==> src/adcseq_pkg.sv <==
// Shared constants and types for the converter sequencer control block
package adcseq_pkg;

  // ****************************************************************
  // Register offsets and layouts
  // ****************************************************************
  localparam logic [6:0]  ADDR_PUMP_CFG  = 7'h3A;
  localparam logic [6:0]  ADDR_CONV_CTRL = 7'h3B;
  localparam logic [6:0]  ADDR_DIAG_SEL  = 7'h3C;
  localparam logic [15:0] RESET_VALUE    = 16'h0000;
  localparam logic [15:0] CTRL_WMASK     = 16'hFF03;  // Bits [7:2] reserved
  localparam logic [15:0] PUMP_WMASK     = 16'h0001;  // Bits [15:1] reserved
  localparam int          PUMP_BIT       = 0;
  localparam int          RATE_MSB       = 15;
  localparam int          RATE_LSB       = 14;
  localparam int          SEQ_MSB        = 13;
  localparam int          SEQ_LSB        = 12;
  localparam int          DIAG_EN_MSB    = 11;
  localparam int          DIAG_EN_LSB    = 8;
  localparam int          CHAN_EN_MSB    = 1;
  localparam int          CHAN_EN_LSB    = 0;
  localparam int          SRC_WIDTH      = 4;
  localparam int          NUM_SLOTS      = 6;        // Channel 1, 2, diag 0..3
  localparam int          FIRST_DIAG     = 2;

  // ****************************************************************
  // Field encodings
  // ****************************************************************
  localparam logic [1:0] SEQ_STANDBY  = 2'h0;
  localparam logic [1:0] SEQ_SINGLE   = 2'h1;
  localparam logic [1:0] SEQ_CONT     = 2'h2;
  localparam logic [1:0] SEQ_POWERDN  = 2'h3;
  localparam logic [1:0] RATE_20SPS   = 2'h0;
  localparam logic [1:0] RATE_4K8SPS  = 2'h1;
  localparam logic [1:0] RATE_9K6SPS  = 2'h2;
  localparam logic [3:0] SRC_AGND     = 4'h0;
  localparam logic [3:0] SRC_TEMP     = 4'h1;
  localparam logic [3:0] SRC_AGND_ALT = 4'hE;

  // ****************************************************************
  // Serial frame and timing
  // ****************************************************************
  localparam int          ADDR_BITS     = 8;
  localparam int          FRAME_BITS    = 24;
  localparam int          CLK_PERIOD_NS = 10;
  localparam int          PWRUP_TIME_NS = 100000;
  localparam int          PWRUP_CYCLES  = (PWRUP_TIME_NS + CLK_PERIOD_NS - 1) / CLK_PERIOD_NS;

  typedef enum logic [2:0] {SQ_IDLE, SQ_WAIT, SQ_DOWN, SQ_PWRUP} adcseq_state_t;

endpackage : adcseq_pkg

==> src/adcseq_ctrl.sv <==
// Converter sequencer control: registers, sequencing, power and pump
`timescale 1ns/1ps
module adcseq_ctrl #(
  parameter int POWERUP_CYCLES = adcseq_pkg::PWRUP_CYCLES
) (
  // Clock, reset, enable
  input  wire logic        clk,
  input  wire logic        reset,
  input  wire logic        ce,
  // Serial register port
  input  wire logic        sclk,
  input  wire logic        cs_n,
  input  wire logic        mosi,
  output logic             sdo,
  // Converter handshake
  input  wire logic        conv_done,
  output logic             conv_start,
  output logic [2:0]       conv_slot,
  output logic [3:0]       conv_source,
  output logic             conv_src_ground,
  output logic             conv_src_temp,
  output logic [1:0]       diag_rate,
  output logic             adc_power,
  output logic             adc_busy,
  // Charge pump
  output logic             pump_on
);
  import adcseq_pkg::*;

  // Refuse a power-up count the 16-bit counter cannot hold
  if (POWERUP_CYCLES < 1 || POWERUP_CYCLES > 65535) begin : g_bad_powerup
    $error("POWERUP_CYCLES out of range");
  end

  typedef struct packed {
    logic          pump;
    logic [15:0]   ctrl;
    logic [15:0]   dsel;
    adcseq_state_t st;
    logic [15:0]   cnt;
    logic [2:0]    slot;
    logic          pend;
    logic          start;
    logic [3:0]    source;
    logic          src_gnd;
    logic          src_temp;
    logic [1:0]    rate;
    logic          busy;
    logic          power;
  } adcseq_state_reg_t;

  adcseq_state_reg_t s_reg, s_next;
  logic [6:0]  reg_addr;
  logic [15:0] reg_wdata, reg_rdata;
  logic        reg_wr;
  logic [5:0]  mask;
  logic [1:0]  mode;
  logic [3:0]  nxt, first;

  // ****************************************************************
  // Functions
  // ****************************************************************
  // Lowest enabled slot at or above a start index: {found, index}
  function automatic logic [3:0] find_slot(input logic [5:0] m, input logic [3:0] from);
    logic [3:0] r;
    r = 4'h0;
    for (int i = NUM_SLOTS - 1; i >= 0; i--) begin
      if (m[i] && 4'(i) >= from) r = {1'b1, 3'(i)};
    end
    return r;
  endfunction : find_slot

  // Rate code actually applied to diagnostics
  function automatic logic [1:0] rate_of(input logic [1:0] code);
    logic [1:0] r;
    unique case (code)
      RATE_4K8SPS: r = RATE_4K8SPS;
      RATE_9K6SPS: r = RATE_9K6SPS;
      default:     r = RATE_20SPS;
    endcase
    return r;
  endfunction : rate_of

  // ****************************************************************
  // Register port
  // ****************************************************************
  adcseq_spi u_adcseq_spi (
    .clk       (clk),
    .reset     (reset),
    .ce        (ce),
    .sclk      (sclk),
    .cs_n      (cs_n),
    .mosi      (mosi),
    .sdo       (sdo),
    .reg_addr  (reg_addr),
    .reg_wdata (reg_wdata),
    .reg_wr    (reg_wr),
    .reg_rdata (reg_rdata)
  );

  // Read mux; unmapped addresses read zero
  always_comb begin
    unique case (reg_addr)
      ADDR_PUMP_CFG:  reg_rdata = {15'h0000, s_reg.pump};
      ADDR_CONV_CTRL: reg_rdata = s_reg.ctrl;
      ADDR_DIAG_SEL:  reg_rdata = s_reg.dsel;
      default:        reg_rdata = 16'h0000;
    endcase
  end

  // Enable mask, channels first then diagnostics
  assign mask  = {s_reg.ctrl[DIAG_EN_MSB:DIAG_EN_LSB], s_reg.ctrl[CHAN_EN_MSB:CHAN_EN_LSB]};
  assign mode  = s_reg.ctrl[SEQ_MSB:SEQ_LSB];
  assign first = find_slot(mask, 4'h0);
  assign nxt   = find_slot(mask, 4'(s_reg.slot) + 4'h1);

  // ****************************************************************
  // Sequencer and register writes
  // ****************************************************************
  always_comb begin
    s_next       = s_reg;
    s_next.start = 1'b0;
    s_next.rate  = rate_of(s_reg.ctrl[RATE_MSB:RATE_LSB]);
    unique case (s_reg.st)
      SQ_IDLE: begin
        if (s_reg.pend) begin
          s_next.pend = 1'b0;
          if (first[3]) begin
            s_next.slot  = first[2:0];
            s_next.start = 1'b1;
            s_next.busy  = 1'b1;
            s_next.st    = SQ_WAIT;
          end
        end else if (mode == SEQ_POWERDN) begin
          s_next.power = 1'b0;
          s_next.st    = SQ_DOWN;
        end
      end
      SQ_WAIT: begin
        if (conv_done) begin
          if (nxt[3]) begin
            s_next.slot  = nxt[2:0];
            s_next.start = 1'b1;
          end else if (mode == SEQ_CONT && first[3]) begin
            s_next.slot  = first[2:0];
            s_next.start = 1'b1;
          end else begin
            s_next.busy = 1'b0;
            s_next.st   = SQ_IDLE;
            if (mode == SEQ_POWERDN) begin
              s_next.power = 1'b0;
              s_next.st    = SQ_DOWN;
            end
          end
        end
      end
      SQ_DOWN: begin
        if (s_reg.pend || mode == SEQ_STANDBY) begin
          s_next.power = 1'b1;
          s_next.cnt   = 16'(POWERUP_CYCLES - 1);
          s_next.st    = SQ_PWRUP;
        end
      end
      SQ_PWRUP: begin
        if (s_reg.cnt == 16'h0000) s_next.st = SQ_IDLE;
        else s_next.cnt = s_reg.cnt - 16'h0001;
      end
    endcase
    if (s_next.start) begin
      s_next.source   = (s_next.slot >= 3'(FIRST_DIAG)) ?
                        s_reg.dsel[4*(s_next.slot - 3'(FIRST_DIAG)) +: SRC_WIDTH] : SRC_AGND;
      s_next.src_gnd  = (s_next.source == SRC_AGND) || (s_next.source == SRC_AGND_ALT);
      s_next.src_temp = (s_next.source == SRC_TEMP);
    end
    // Writes last so a start request beats its own clear
    if (reg_wr) begin
      unique case (reg_addr)
        ADDR_PUMP_CFG:  s_next.pump = reg_wdata[PUMP_BIT];
        ADDR_CONV_CTRL: begin
          s_next.ctrl = reg_wdata & CTRL_WMASK;
          if (reg_wdata[SEQ_MSB:SEQ_LSB] == SEQ_SINGLE || reg_wdata[SEQ_MSB:SEQ_LSB] == SEQ_CONT)
            s_next.pend = 1'b1;
        end
        ADDR_DIAG_SEL:  s_next.dsel = reg_wdata;
        default:        s_next.pend = s_next.pend;
      endcase
    end
  end

  // Register the state
  always_ff @(posedge clk) begin
    if (reset) begin
      s_reg       <= '0;
      s_reg.ctrl  <= RESET_VALUE;
      s_reg.dsel  <= RESET_VALUE;
      s_reg.st    <= SQ_IDLE;
      s_reg.power <= 1'b1;
    end else if (ce) begin
      s_reg <= s_next;
    end
  end

  assign pump_on         = s_reg.pump;
  assign conv_start      = s_reg.start;
  assign conv_slot       = s_reg.slot;
  assign conv_source     = s_reg.source;
  assign conv_src_ground = s_reg.src_gnd;
  assign conv_src_temp   = s_reg.src_temp;
  assign diag_rate       = s_reg.rate;
  assign adc_power       = s_reg.power;
  assign adc_busy        = s_reg.busy;

  // ****************************************************************
  // Checks
  // ****************************************************************
  AST_PUMP_FOLLOWS_WRITE: assert property (@(posedge clk) disable iff (reset)
    (ce && reg_wr && reg_addr == ADDR_PUMP_CFG) |=> (pump_on == $past(reg_wdata[PUMP_BIT])))
    else $error("pump does not follow its enable bit");
  AST_RATE_DEFINED: assert property (@(posedge clk) disable iff (reset)
    (ce && s_reg.ctrl[RATE_MSB:RATE_LSB] == RATE_9K6SPS) |=> (diag_rate == RATE_9K6SPS))
    else $error("defined diagnostic rate not applied");
  AST_RATE_FALLBACK: assert property (@(posedge clk) disable iff (reset)
    (ce && s_reg.ctrl[RATE_MSB:RATE_LSB] == 2'h3) |=> (diag_rate == RATE_20SPS))
    else $error("undefined rate not mapped to slowest");
  AST_STANDBY_POWERED: assert property (@(posedge clk) disable iff (reset)
    ($fell(adc_busy) && mode == SEQ_STANDBY) |-> (adc_power && s_reg.st == SQ_IDLE))
    else $error("standby left the converter unpowered");
  AST_SINGLE_ENDS: assert property (@(posedge clk) disable iff (reset)
    (ce && s_reg.st == SQ_WAIT && conv_done && !nxt[3] && mode == SEQ_SINGLE) |=> (!adc_busy && !conv_start))
    else $error("single sequence did not end");
  AST_CONT_REPEATS: assert property (@(posedge clk) disable iff (reset)
    (ce && s_reg.st == SQ_WAIT && conv_done && !nxt[3] && mode == SEQ_CONT) |=> (adc_busy && conv_start))
    else $error("continuous mode did not restart");
  AST_POWERUP_WAIT: assert property (@(posedge clk) disable iff (reset)
    (ce && s_reg.st == SQ_PWRUP && s_reg.cnt != 16'h0000) |=> (!conv_start && s_reg.st == SQ_PWRUP && adc_power))
    else $error("conversion before power-up time");
  AST_ONLY_ENABLED: assert property (@(posedge clk) disable iff (reset)
    (conv_start && $past(ce)) |-> $past(mask[s_next.slot]))
    else $error("disabled slot converted");
  AST_SLOT3_SOURCE: assert property (@(posedge clk) disable iff (reset)
    (conv_start && conv_slot == 3'h5) |-> (conv_source == $past(s_reg.dsel[15:12])))
    else $error("slot 3 source mismatch");
  AST_BUSY_SPAN: assert property (@(posedge clk) disable iff (reset)
    conv_start |-> (adc_busy && adc_power))
    else $error("conversion started while not busy");

endmodule : adcseq_ctrl

==> src/adcseq_spi.sv <==
// Serial register port: 24-bit frames, mode 0, MSB first
`timescale 1ns/1ps
module adcseq_spi (
  // Clock and reset
  input  wire logic        clk,
  input  wire logic        reset,
  input  wire logic        ce,
  // Serial pins
  input  wire logic        sclk,
  input  wire logic        cs_n,
  input  wire logic        mosi,
  output logic             sdo,
  // Register side
  output logic [6:0]       reg_addr,
  output logic [15:0]      reg_wdata,
  output logic             reg_wr,
  input  wire logic [15:0] reg_rdata
);
  import adcseq_pkg::*;

  typedef struct packed {
    logic [2:0]  sclk_s;
    logic [2:0]  cs_s;
    logic [2:0]  mosi_s;
    logic        sclk_f;
    logic        cs_f;
    logic        mosi_f;
    logic [4:0]  count;
    logic [23:0] shift;
    logic [15:0] tx;
    logic        sdo;
    logic        wr;
  } adcseq_spi_state_t;

  adcseq_spi_state_t s_reg, s_next;
  logic rise, fall;

  // ****************************************************************
  // Synchronise pins, decode edges, shift the frame
  // ****************************************************************
  always_comb begin
    s_next        = s_reg;
    s_next.wr     = 1'b0;
    s_next.sclk_s = {s_reg.sclk_s[1:0], sclk};
    s_next.cs_s   = {s_reg.cs_s[1:0], cs_n};
    s_next.mosi_s = {s_reg.mosi_s[1:0], mosi};
    // A change counts once stages two and three agree
    if (s_reg.sclk_s[1] == s_reg.sclk_s[2]) s_next.sclk_f = s_reg.sclk_s[2];
    if (s_reg.cs_s[1] == s_reg.cs_s[2]) s_next.cs_f = s_reg.cs_s[2];
    if (s_reg.mosi_s[1] == s_reg.mosi_s[2]) s_next.mosi_f = s_reg.mosi_s[2];
    rise = s_next.sclk_f & ~s_reg.sclk_f;
    fall = ~s_next.sclk_f & s_reg.sclk_f;
    if (s_reg.cs_f) begin
      s_next.count = 5'h00;
    end else if (rise) begin
      s_next.shift = {s_reg.shift[22:0], s_reg.mosi_f};
      s_next.count = s_reg.count + 5'h01;
      if (s_reg.count == 5'(FRAME_BITS - 1)) begin
        s_next.wr = ~s_reg.shift[22];    // Flag bit low means write
      end
    end else if (fall && s_reg.count == 5'(ADDR_BITS)) begin
      // Whole address is in, so the read mux now shows the addressed word
      s_next.sdo = reg_rdata[15];
      s_next.tx  = {reg_rdata[14:0], 1'b0};
    end else if (fall && s_reg.count > 5'(ADDR_BITS)) begin
      s_next.sdo = s_reg.tx[15];
      s_next.tx  = {s_reg.tx[14:0], 1'b0};
    end
  end

  // Register the state
  always_ff @(posedge clk) begin
    if (reset) begin
      s_reg        <= '0;
      s_reg.sclk_f <= 1'b0;
      s_reg.cs_f   <= 1'b1;
      s_reg.cs_s   <= 3'h7;
    end else if (ce) begin
      s_reg <= s_next;
    end
  end

  assign sdo       = s_reg.sdo;
  assign reg_wr    = s_reg.wr;
  assign reg_wdata = s_reg.shift[15:0];
  // Address lives in the low bits of the first byte until shifted out
  assign reg_addr  = (s_reg.count > 5'(ADDR_BITS)) ? s_reg.shift[22:16] : s_reg.shift[6:0];

endmodule : adcseq_spi

==> config.mk <==
export PLATFORM = sky130hd
export DESIGN_NAME = adcseq_ctrl
export DESIGN_NICKNAME = d
export VERILOG_FILES = /design/src/adcseq_pkg.sv /design/src/adcseq_ctrl.sv /design/src/adcseq_spi.sv
export SDC_FILE = /design/constraint.sdc
export NUM_CORES = 1
export LEC_CHECK = 0
export BUFFER_PORTS_ARGS = -buffer_cell sky130_fd_sc_hd__buf_4
export CORE_ASPECT_RATIO = 0.6
export CORE_MARGIN = 2
export CORE_UTILIZATION = 69
export CTS_BUF_LIST = sky130_fd_sc_hd__clkbuf_2
export DETAILED_ROUTE_END_ITERATION = 12
export PLACE_DENSITY = 0.94
export SETUP_SLACK_MARGIN = 0.1
export SLEW_MARGIN = 20
export SYNTH_ARGS = -nofsm -noshare
export SYNTH_HDL_FRONTEND = slang
export SYNTH_SLANG_ARGS = --single-unit
==> constraint.sdc <==
create_clock -name clk -period 7.2 [get_ports clk]
set_input_delay 1.44 -clock clk [delete_from_list [all_inputs] [get_ports clk]]
set_output_delay 1.44 -clock clk [all_outputs]
set_load 0.05 [all_outputs]
### Word-level counts from Yosys, hierarchy flattened

Cells that the tools add are included.

| word-level totals | value |
|---|---|
| register bits | 120 |
| output and inout port bits | 16 |

| cells by class | value |
|---|---|
| $add $sub $neg | 4 |
| order comparisons | 8 |
| equal/unequal tests | 30 |
| shifts and indexed selects | 1 |
| muxes and demuxes | 61 |
| bitwise logic cells | 7 |
| reductions and logical operators | 34 |

Operators with widths:

| operator | number |
|---|---|
| 2-to-1 mux 4 bit | 13 |
| one-hot mux 16 bit (3 select lines) | 1 |
| 2-to-1 mux 17 bit | 2 |
| 2-to-1 mux 3 bit | 11 |
| indexed part select 16 x 33 -> 4 bit | 1 |
| one-hot mux 16 bit (2 select lines) | 1 |
| 2-to-1 mux 29 bit | 1 |
| == test 7 x 6 -> 1 bit (second input constant) | 3 |
| 2-to-1 mux 19 bit | 1 |
| inequality test 2 bit (second input constant) | 9 |
| 2-to-1 mux 1 bit | 17 |
| zero test 16 bit | 1 |
| 2-to-1 mux 16 bit | 1 |
| subtractor 16 x 1 -> 16 bit (second input constant) | 1 |
| AND reduction 7 bit | 2 |
| one-hot mux 3 bit (4 select lines) | 1 |
| AND reduction 3 bit | 4 |
| 2-to-1 mux 5 bit | 2 |
| logical AND 1 bit | 9 |
| == test 2 bit (second input constant) | 4 |
| greater-or-equal comparator 1 x 4 -> 1 bit (first input constant) | 2 |
| greater-or-equal comparator 2 x 4 -> 1 bit (first input constant) | 2 |
| greater-or-equal comparator 3 x 4 -> 1 bit (first input constant) | 2 |
| 2-to-1 mux 2 bit | 4 |
| 30 further kinds | 50 |

### Logic depth before layout (Yosys ltp)

Gate-level depths: netlist (run 1).

| logic depth | value |
|---|---|
| depth in word-level cells | 17 |
| gate-level depth with buffers | 14 |

### By module

Synthesis (run 1) repeated with hierarchy kept, for this count alone.

| second synthesis, totals | value |
|---|---|
| cells, all modules | 737 |
| area, all modules | 6014.5 µm² |

Modules (own cells, without submodules):

| module | times used | cells each | area each (µm²) | sequential area each (µm²) |
|---|---|---|---|---|
| adcseq_ctrl | 1 | 428 | 3344.5 | 1201.2 |
| adcseq_spi | 1 | 309 | 2670.1 | 1141.1 |

### Worst setup path after synthesis (run 1)

Ideal clock, no wire load.

| timing | value |
|---|---|
| path kind | input port to flip-flop |
| from | input conv_done |
| to | register s_reg, in the netlist conv_src_temp |
| arrival | 3.362 ns |
| required time | 7.130 ns |
| slack | 3.767 ns |
| stages | 11 |
| cells stage by stage | nand2_1 -> nor2_1 -> nand2_1 -> a21oi_1 -> a41oi_1 -> o21a_1 -> ha_1 -> nand2b_1 -> or2_2 -> or4_1 -> a21oi_1 |

| between the ends | value |
|---|---|
| word-level cells in the longest chain between the ends | 6 |
| elaborated cells between the ends (all ways) | 10 |

Ends and longest elaborated chain:

| item | RTL line | source |
|---|---|---|
| start, declared | adcseq_ctrl.sv:16 | `input wire logic conv_done,` |
| 2-to-1 mux 3 bit | adcseq_ctrl.sv:140 | `if (conv_done) begin` |
| one-hot mux 3 bit (2 select lines) | adcseq_ctrl.sv:124 | `unique case (s_reg.st)` |
| subtractor 3 x 2 -> 4 bit | adcseq_ctrl.sv:171 | `s_reg.dsel[4*(s_next.slot - 3'(FIRST_DIAG)) +: SRC_WIDTH] : SRC_AGND;` |
| indexed part select 16 x 33 -> 4 bit | adcseq_ctrl.sv:171 |  |
| 2-to-1 mux 4 bit | adcseq_ctrl.sv:170 | `s_next.source = (s_next.slot >= 3'(FIRST_DIAG)) ?` |
| == test 4 x 1 -> 1 bit | adcseq_ctrl.sv:173 | `s_next.src_temp = (s_next.source == SRC_TEMP);` |
| end signal, assigned | adcseq_ctrl.sv:199 | `s_reg <= s_next;` |
| end, declared | adcseq_ctrl.sv:52 | `adcseq_state_reg_t s_reg, s_next;` |

Parallel ways exist; a longest one is shown, timed or not.
A chain may end at the register's enable or synchronous reset.

### Worst setup path in the final report (run 1)

| timing | value |
|---|---|
| from | register u_adcseq_spi.s_reg[42] (netlist name) |
| to | register s_reg[41] (netlist name) |

| between the ends | value |
|---|---|
| word-level cells in the longest chain between the ends | 4 |

Ends and longest elaborated chain:

| item | RTL line | source |
|---|---|---|
| start, declared | adcseq_spi.sv:35 | `adcseq_spi_state_t s_reg, s_next;` |
| start signal, assigned | adcseq_spi.sv:79 | `s_reg <= s_next;` |
| greater-than comparator 5 x 4 -> 1 bit | adcseq_spi.sv:87 | `assign reg_addr = (s_reg.count > 5'(ADDR_BITS)) ? s_reg.shift[22:16] : s_reg.shift[6:0];` |
| 2-to-1 mux 7 bit | adcseq_spi.sv:87 |  |
| == test 7 x 6 -> 1 bit | adcseq_ctrl.sv:177 | `unique case (reg_addr)` |
| AND reduction 3 bit (no line) | n/a |  |

Every way passes these cells.

==> impl_metrics.toml, run 1 <==
[timing]
slew_headroom_pct = 26.7
tightest_slew_ps = 1100
slew_violations = 0
hold_viol_final = 0
final.period_utilization_pct = 52.8
skew_ps = 37.9
setup-tns-final_ps = 0
fmax_ghz = 0.263
rsz0062_at_grt = "false"
postLayoutSetupSlackWorst_ps = 3400
setup_viol = 0
fin_crit_ps = 3800

[placed_design]
post-place-ws_ps = 3130
place.port_buffers = 22
dp_hpwl_um = 9220
placed_cell_area_um2 = 5670
gp_congestion = 0.911

[global_route]
use_met2_pct = 46.8
grt_pass1_vias = 4459
antenna_found_initial = 0
grt.met1_usage_pct = 46.2
overflow = 0
grtUsageMet3_pct = 9.55
grt_pass1_wl_um = 22200
top_usage_layer = "met2"
grtUsageTotal_pct = 32.2
grt_max_degree = 110

[routing]
drtPass1Iterations = 7
wl_per_cell_um = 16.9
num_vias = 5190
routed_wl_um = 13800
final_antenna_net_count = 0
vias_per_cell = 6.35
first_iter_violations = 625
drc_errors = 0

[clock_network]
path_clk_slew_ps = 190
cts.repair.resized = 0
cts_sinks = 117
ctsHoldBuffers = 0
insertion_delay_ps = 710
cts_setup_buffers = 0
cts_root_buf = "clkbuf_2"
clk_path_buf_depth = 2
htreeDepth = 4
cts_tree = "yes"
tritoncts.num_buffers = 17

[layout]
design_area_um2 = 5910
register_area_um2 = 2340
antenna-diode-count = 0
fin_util_pct = 75.3
fillCellCount = 581
largest_reg_flops = 37
drive_gt1_share_pct = 11.0
multi_input_area_um2 = 2950
fin_nets = 710
syn_to_final_growth_pct = 5.87

[yosys]
ys_seq_area_share_pct = 41.9
synth_seq_cells = 117
async_reset_ff_share_pct = 0
syn-cell-area_um2 = 5590
syn_nets = 715
synth_top_flop_cell = "dfxtp_1"
synthesis.instances = 701
ys_warn_count = 0
syn_area_per_cell_um2 = 7.97
synth.distinct_cells = 68
synth-edff-count = 0

[setup_path]
path_class = "reg -> reg"
cpMostUsedCell = "nand2_1"
crit_buf_inv = 1
cp_max_fo = 16
path_delay_family = "simple AND/OR/NAND/NOR gates"
critPathMaxStageDelay_ps = 690
worst_setup_path_start_kind = "flip-flop"
crit_slowest_cell = "nor2_1"
worstPathArrival_ps = 4340
end_kind = "flip-flop"
path_cells = "inv_1 -> ha_1 -> nand2_1 -> nor3_1 -> nor2_1 -> mux2i_1 -> nand2_1 -> nor2_1 -> nand3_1 -> nand2_1 -> a21oi_1"
cp.required_ps = 7740

[power_and_ir_drop]
finalPower_w = 0.00110
power_density_nw_per_um2 = 186
vdd_ir_drop_max_v = 0.000111
p_leak_nw = 1.98

[floorplanning]
die-area_um2 = 8860
core_area_um2 = 7850
die_h_um = 73.7
pin_count = 23
start_util_pct = 71.2
rows = 25
dieWidth_um = 120

[job]
max_cap_violations = 0

[hold_path]
min_path_type = "reg -> reg"

[run_status]
status = "completed"
==> layer usage <==
layer | vias up | part of all wire (%) | routed length, um
met5 | - | 0 | 0
met3 | 39 | 10 | 1380
met1 | 2410 | 46 | 6290
li1 | 2464 | - | -
met2 | 277 | 43 | 5930
met4 | 0 | 1.5 | 206
==> synthesized netlist by cell type (9+ instances only) <==
| cell type | n | area share (%) |
|---|---|---|
| nand2_1 | 131 | 8.8 |
| o21ai_0 | 15 | 1.3 |
| nand3_1 | 14 | 1.3 |
| inv_1 | 20 | 1.3 |
| nor3_1 | 19 | 1.7 |
| a21oi_1 | 89 | 8.0 |
| buf_4 | 11 | 1.5 |
| a211oi_1 | 15 | 2.0 |
| a22o_1 | 9 | 1.4 |
| nor2_1 | 72 | 4.8 |
| nand2b_1 | 9 | 1.0 |
| mux2i_1 | 12 | 2.2 |
| dfxtp_1 | 117 | 42 |
| clkbuf_1 | 34 | 2.3 |
==> cell families (layout without fill, tap and decap cells) <==
family,count (synthesis),in the layout,synth area share (%)
flip-flops,117,117,41.9
adder cells (fa/ha/maj),7,7,1.57
multiplexers,15,15,2.75
AO/OA/AOI/OAI,194,194,23.2
XOR/XNOR,10,10,1.57
AND/OR/NAND/NOR,289,289,23.4
buffers and inverters,69,77,5.64
==> worst reg2reg max path, delay by kind of cell (launching register included) <==
kind                     cells  cell delay (ps)
AO/OA/AOI/OAI                1               90
flip-flops                   1              370
buffers and inverters        1               90
adder cells (fa/ha/maj)      1              150
multiplexers                 1              350
AND/OR/NAND/NOR              7             2580
==> through the flow <==
step,cells,hold WS [ps]
floorplan,701,432
global placement,785,437
detailed placement,785,459
CTS,817,463
global route,817,484
finish,817,456
==> placed cells by master, fill, tap and decap left out, drive strengths merged, types with 4 or more instances in the layout <==
master | synthesis | routed
a211oi | 15 | 15
a21o | 5 | 5
a21oi | 91 | 91
a221oi | 6 | 6
a222oi | 8 | 8
a22o | 9 | 9
a22oi | 6 | 6
a31oi | 4 | 4
and2 | 5 | 5
buf | 14 | 24
clkbuf | 34 | 18
clkinv | 0 | 7
clkinvlp | 0 | 5
dfxtp | 117 | 117
ha | 7 | 7
inv | 21 | 21
mux2i | 12 | 12
nand2 | 131 | 131
nand2b | 9 | 9
nand3 | 14 | 14
nand3b | 5 | 5
nor2 | 72 | 72
nor3 | 19 | 19
nor4 | 6 | 6
o21a | 5 | 5
o21ai | 18 | 18
or3 | 7 | 7
or4 | 6 | 6
xnor2 | 6 | 6
xor2 | 4 | 4
==> worst paths after layout <==
kind | from | to | slack (ps) | depth (start not counted)
setup reg to reg | u_adcseq_spi.s_reg[42]$_SDFFE_PP0P_ | s_reg[41]$_SDFFE_PP0P_ | 3400 | 11
setup / recovery | u_adcseq_spi.s_reg[42]$_SDFFE_PP0P_ | s_reg[41]$_SDFFE_PP0P_ | 3400 | 11
hold reg to reg | u_adcseq_spi.s_reg[47]$_SDFFE_PP0P_ | u_adcseq_spi.reg_wdata[0]$_SDFFE_PP0P_ | 460 | 2
hold / removal | u_adcseq_spi.s_reg[47]$_SDFFE_PP0P_ | u_adcseq_spi.reg_wdata[0]$_SDFFE_PP0P_ | 460 | 2
==> report_power, final <==
part           leakage, nW  switching, W  internal (W)  total (W)
Combinational        0.911     0.0000208    0.00000803  0.0000289
Clock                0.127      0.000259      0.000156   0.000415
Sequential           0.944    0.00000274      0.000651   0.000654
Total                 1.98      0.000283      0.000815    0.00110
==> final cells by class <==
class	count	share of cell area, %
inverter	21	1.33
clock inverter	14	2.33
timing repair buffer	24	3.05
tap	108	2.28
multi-input combinational	515	49.9
sequential	117	39.6
clock buffer	18	1.52
Power figures use the tool's default switching activity.
==> run 2: changes to the inputs <==
--- a/config.mk
+++ b/config.mk
@@ -8,10 +8,10 @@
 export BUFFER_PORTS_ARGS = -buffer_cell sky130_fd_sc_hd__buf_4
 export CORE_ASPECT_RATIO = 0.6
 export CORE_MARGIN = 2
-export CORE_UTILIZATION = 69
+export CORE_UTILIZATION = 58
 export CTS_BUF_LIST = sky130_fd_sc_hd__clkbuf_2
 export DETAILED_ROUTE_END_ITERATION = 12
-export PLACE_DENSITY = 0.94
+export PLACE_DENSITY = 0.85
 export SETUP_SLACK_MARGIN = 0.1
 export SLEW_MARGIN = 20
 export SYNTH_ARGS = -nofsm -noshare
==> constraint.sdc (replaced) <==
create_clock -name clk -period 3.12 [get_ports clk]
set_input_delay 0.624 -clock clk [delete_from_list [all_inputs] [get_ports clk]]
set_output_delay 0.624 -clock clk [all_outputs]
set_load 0.05 [all_outputs]
==> run 2 against run 1 <==
Net effect:
- critical path depth decreased by 1
- largest power group unchanged
- worst hold slack got worse by 300 ps
- combinational power grew to 2.8 times the previous value
- die area is 18% higher
- clock skew is 13 ps lower
- setup slack got worse by 3300 ps
- critical path type unchanged
- global-route usage down 2.8 points
- final cell count up 7.2%
- critical endpoint is now conv_src_ground$_SDFFE_PP0P_
- clock-buffer cell count unchanged
==> impl_metrics.toml, run 2 (synthesis results as in run 1) <==
[setup_path]
rrSetupSlack_ps = 100
reg2regPathDepth = 10
cp_max_fo = 7
reg2reg_to = "conv_src_ground$_SDFFE_PP0P_"
r2r-start = "mask[4]$_SDFFE_PP0P_"
worst_setup_path_start_kind = "flip-flop"
end_kind = "flip-flop"
path_class = "reg -> reg"
startpoint = "mask[4]$_SDFFE_PP0P_"
worstPathArrival_ps = 3610
cp.required_ps = 3710

[layout]
drive_gt1_share_pct = 18.6
antenna-diode-count = 0
fin_nets = 747
largest_reg_flops = 37
final_common_cell = "nand2_1"
instances_no_fill = 876
final_cell_mix = "nand2_1, dfxtp_1, a21oi_1"
syn_to_final_growth_pct = 15.1

[floorplanning]
die-area_um2 = 10500
rows = 27
die_h_um = 80.0
pin_count = 23
start_util_pct = 60.4
dieWidth_um = 131
core_area_um2 = 9260

[clock_network]
ctsHoldBuffers = 0
path_clk_slew_ps = 180
clk_path_buf_depth = 2
insertion_delay_ps = 670
cts_tree = "yes"
cts_sinks = 117
htreeDepth = 4
tritoncts.num_buffers = 17
cts_root_buf = "clkbuf_2"

[power_and_ir_drop]
p_seq_share_pct = 59.4
vdd_ir_drop_max_v = 0.000323
p_comb_share_pct = 3.2
p_leak_nw = 2.22
power_density_nw_per_um2 = 394
finalPower_w = 0.00254
p_clk_share_pct = 37.4
swShare_pct = 25.6
switching_power_w = 0.000648
p_int_w = 0.00189

[placed_design]
dp_hpwl_um = 10400
gp_congestion = 0.946
place.port_buffers = 22
placed_cells = 837

[timing]
fin_crit_ps = 3020
skew_ps = 24.9
rsz0062_at_grt = "true"
slew_violations = 0
fmax_ghz = 0.331
setup_viol = 0
hold_viol_final = 0
slew_headroom_pct = 39.0
final.period_utilization_pct = 96.7
tightest_slew_ps = 915

[hold_path]
min_path_type = "in -> reg"
min_to = "u_adcseq_spi.s_next[54]$_SDFFE_PP1P_"
min_from = "cs_n"
hold_depth = 2

[routing]
routed_wl_um = 15000
final_antenna_net_count = 0
drc_errors = 0
first_iter_violations = 592
drtPass1Iterations = 7
wl_per_cell_um = 17.1
vias_per_cell = 6.13
num_vias = 5368

[global_route]
overflow = 0
grt_pass1_vias = 4884
grt_max_degree = 89
grt_pass1_wl_um = 24100
antenna_found_initial = 0
grtUsageTotal_pct = 29.4

[run_status]
status = "completed"

[job]
max_cap_violations = 0
## run 2: worst max-delay path by stage
| stage | end | cells after the start |
|---|---|---|
| finish | conv_src_ground$_SDFFE_PP0P_ | 10 |
| global placement | conv_src_ground$_SDFFE_PP0P_ | 11 |
| floorplan | conv_src_ground$_SDFFE_PP0P_ | 11 |
| global route | conv_src_ground$_SDFFE_PP0P_ | 10 |
| CTS | conv_src_temp$_SDFFE_PP0P_ | 14 |
| detailed placement | conv_src_ground$_SDFFE_PP0P_ | 11 |
## run 2: final cells by class
| class | count | area [um^2] |
|---|---|---|
| clock inverter | 14 | 138 |
| inverter | 21 | 78.8 |
| tap | 130 | 163 |
| clock buffer | 18 | 90.1 |
| sequential | 117 | 2360 |
| fill | 759 | 2830 |
| multi-input combinational | 515 | 3130 |
| timing repair buffer | 61 | 470 |
## run 2: power groups by stage
stage                     logic (W)  registers (W)  clock network [W]
final                     0.0000820        0.00151           0.000949
after global placement    0.0000745        0.00154                  0
after detailed placement  0.0000757        0.00154                  0
after global routing      0.0000890        0.00151            0.00103
after CTS                 0.0000760        0.00151           0.000957
after floorplan           0.0000510        0.00154                  0
## run 2: repair_timing
action | CTS | global route
setup endpoints to repair | 2 | 5
resized for setup | 11 | 34
pin swaps | 1 | 18
setup buffers | 1 | 6
## run 2: worst max-delay path, cell delays in order, from the launching register on
cell	delay, ps
dfxtp_1	390
nor2_1	420
a21o_1	240
and2_1	140
o211ai_1	230
buf_4	220
a21o_4	270
a211oi_4	260
o22ai_2	140
or3b_1	390
a311oi_1	240
## run 2: routing by layer
metal	up-vias	GRT usage, %	routed length, um
li1	2538	-	-
met1	2554	42.5	6880
met5	-	0	0
met2	248	44.2	6590
met4	0	7.13	200
met3	28	6.97	1300
## run 2: through the flow
| stage | instance area, um^2 | utilization [%] | TNS (ps) | worst slack, ps | hold WS, ps |
|---|---|---|---|---|---|
| after global routing | 6430 | 69.5 | 0 | 17.9 | 126 |
| after global placement | 5940 | 64.1 | 0 | 93.7 | 440 |
| after floorplan | 5590 | - | 0 | 175 | 432 |
| final | 6430 | 69.5 | 0 | 103 | 154 |
| after detailed placement | 5940 | 64.1 | -60.3 | -60.3 | 446 |
| after CTS | 6210 | 67.1 | 0 | 101 | 144 |
==> run 3: changes to the inputs <==
--- a/config.mk
+++ b/config.mk
@@ -8,10 +8,11 @@
 export BUFFER_PORTS_ARGS = -buffer_cell sky130_fd_sc_hd__buf_4
 export CORE_ASPECT_RATIO = 0.6
 export CORE_MARGIN = 2
-export CORE_UTILIZATION = 58
+export CORE_UTILIZATION = 69
 export CTS_BUF_LIST = sky130_fd_sc_hd__clkbuf_2
 export DETAILED_ROUTE_END_ITERATION = 12
-export PLACE_DENSITY = 0.85
+export GPL_TIMING_DRIVEN = 0
+export PLACE_DENSITY = 0.94
 export SETUP_SLACK_MARGIN = 0.1
 export SLEW_MARGIN = 20
 export SYNTH_ARGS = -nofsm -noshare
==> constraint.sdc (replaced) <==
create_clock -name clk -period 3.9 [get_ports clk]
set_input_delay 0.78 -clock clk [delete_from_list [all_inputs] [get_ports clk]]
set_output_delay 0.78 -clock clk [all_outputs]
set_load 0.05 [all_outputs]
==> run 3 against run 2 <==
Net effect:
- total power shrank 18%
- sequential share of layout area grew 1.6 points
- final cell count shrank 1.7%
- cell area shrank 4.9%
- critical path depth grew 3
- clock power shrank 16%
- combinational power shrank 20%
- via count grew 3.1%
- routed wire length grew 4.6%
- sequential cell count is the same
- setup slack gained 220 ps
==> impl_metrics.toml, run 3 (synthesis results as in run 1) <==
[hold_path]
hold_depth = 2
min_to = "u_adcseq_spi.s_next[54]$_SDFFE_PP1P_"
min_path_type = "in -> reg"
min_from = "cs_n"

[setup_path]
cpMostUsedCell = "a21oi_1"
path_cells = "ha_1 -> nor2_1 -> a21oi_1 -> a31o_2 -> nand2_1 -> a21oi_1 -> a41oi_1 -> o21a_1 -> ha_1 -> nand2b_1 -> or2_2 -> or4_1 -> a21oi_1"
rrSetupSlack_ps = 320
crit_slowest_cell = "dfxtp_1"
startpoint = "conv_slot[1]$_SDFFE_PP0P_"
crit_buf_inv = 0
cp_max_fo = 11
path_class = "reg -> reg"
worstPathArrival_ps = 4180
critPathMaxStageDelay_ps = 600
reg2regPathDepth = 13
worst_setup_path_start_kind = "flip-flop"
cp.required_ps = 4500
end_kind = "flip-flop"
r2r-start = "conv_slot[1]$_SDFFE_PP0P_"
path_delay_family = "compound AO/OA/AOI/OAI gates"
reg2reg_to = "conv_src_temp$_SDFFE_PP0P_"

[timing]
fmax_ghz = 0.279
final.period_utilization_pct = 91.8
fin_crit_ps = 3580
setup_viol = 0
tightest_slew_ps = 753
hold_viol_final = 0
timing.hold.ws_ps = 338
setup-tns-final_ps = 0
skew_ps = 23.0
rsz0062_at_grt = "false"
slew_headroom_pct = 49.4
slew_violations = 0

[power_and_ir_drop]
vdd_ir_drop_max_v = 0.000362
p_leak_nw = 2.10
power_density_nw_per_um2 = 339

[routing]
drtPass1Iterations = 8
drc_errors = 0
wl_per_cell_um = 18.2
vias_per_cell = 6.43
first_iter_violations = 815
final_antenna_net_count = 0
num_vias = 5535
routed_wl_um = 15700

[run_status]
status = "completed"

[layout]
antenna-diode-count = 0
final_cell_mix = "nand2_1, dfxtp_1, a21oi_1"
syn_to_final_growth_pct = 9.41
register_area_um2 = 2340
final_common_cell = "nand2_1"
multi_input_area_um2 = 2940
largest_reg_flops = 37
drive_gt1_share_pct = 11.0
fin_nets = 754
fillCellCount = 550
instances_no_fill = 861

[floorplanning]
start_util_pct = 71.2
core_area_um2 = 7850
pin_count = 23
die-area_um2 = 8860
die_h_um = 73.7
rows = 25
dieWidth_um = 120

[job]
max_cap_violations = 0

[global_route]
overflow = 0
antenna_found_initial = 0
grt_pass1_wl_um = 24900
grt_pass1_vias = 5110
grtUsageTotal_pct = 36.6
grt_max_degree = 17

[placed_design]
gp_congestion = 0.965
placed_cells = 829
dp_hpwl_um = 11300
place.port_buffers = 20

[clock_network]
cts_tree = "yes"
path_clk_slew_ps = 180
cts.repair.resized = 0
clk_path_buf_depth = 2
htreeDepth = 4
cts_sinks = 117
insertion_delay_ps = 680
cts_root_buf = "clkbuf_2"
tritoncts.num_buffers = 17
cts_setup_buffers = 0
ctsHoldBuffers = 0
run 3: changes by cell type in the layout (fill, tap and decap cells not counted), moves of 4 or more:
| cell | previous run | this run |
|---|---|---|
| buf_4 | 60 | 31 |
| a211oi_4 | 4 | 0 |
| clkbuf_1 | 0 | 34 |
| dfxtp_1 | 110 | 117 |
| dfxtp_2 | 4 | 0 |
| a21oi_1 | 85 | 89 |
| clkinvlp_4 | 5 | 1 |
| a211oi_1 | 11 | 15 |
run 3: worst reg2reg max path: stages (launching register included):
cell	delay, ps
dfxtp_1	600
ha_1	380
nor2_1	80
a21oi_1	390
a31o_2	210
nand2_1	60
a21oi_1	150
a41oi_1	60
o21a_1	240
ha_1	290
nand2b_1	100
or2_2	280
or4_1	500
a21oi_1	170
run 3: worst max path at each step:
stage | endpoint | slack, ps | cells past startpoint
6_report | conv_src_temp$_SDFFE_PP0P_ | 320 | 13
5_1_grt | conv_src_temp$_SDFFE_PP0P_ | 220 | 13
4_1_cts | conv_src_temp$_SDFFE_PP0P_ | 460 | 13
3_5_place_dp | conv_src_temp$_SDFFE_PP0P_ | 550 | 13
3_3_place_gp | conv_src_ground$_SDFFE_PP0P_ | 620 | 11
2_1_floorplan | conv_src_ground$_SDFFE_PP0P_ | 950 | 11
run 3: report_power, final:
part | switching [W] | internal, W | leakage [nW]
combinational | 0.0000481 | 0.0000177 | 1.00
clock | 0.000452 | 0.000349 | 0.150
sequential | 0.00000611 | 0.00120 | 0.944
total | 0.000506 | 0.00157 | 2.10
run 3: per-layer routing:
metal | GRT usage (%) | wire (um)
met5 | 0 | 0
met4 | 12.0 | 319
met3 | 9.24 | 1900
met2 | 59.5 | 6930
met1 | 48.2 | 6520
run 3: per-stage QoR:
step	power, W	worst slack (ps)	utilization, %	cell area (um^2)
floorplan	0.00127	955	-	5590
global placement	0.00129	617	74.8	5870
detailed placement	0.00130	553	74.8	5870
CTS	0.00207	463	77.8	6110
global route	0.00214	222	77.8	6110
finish	0.00207	320	77.8	6110
run 3: area by class of cell:
cell class | instances | share of cell area [%]
multi-input cells | 515 | 48.0
flip-flops and latches | 117 | 38.3
plain buffers | 48 | 3.87
repair buffers | 20 | 2.46
clock inverters | 13 | 2.27
well taps | 108 | 2.21
clock buffers | 19 | 1.56
inverters | 21 | 1.29
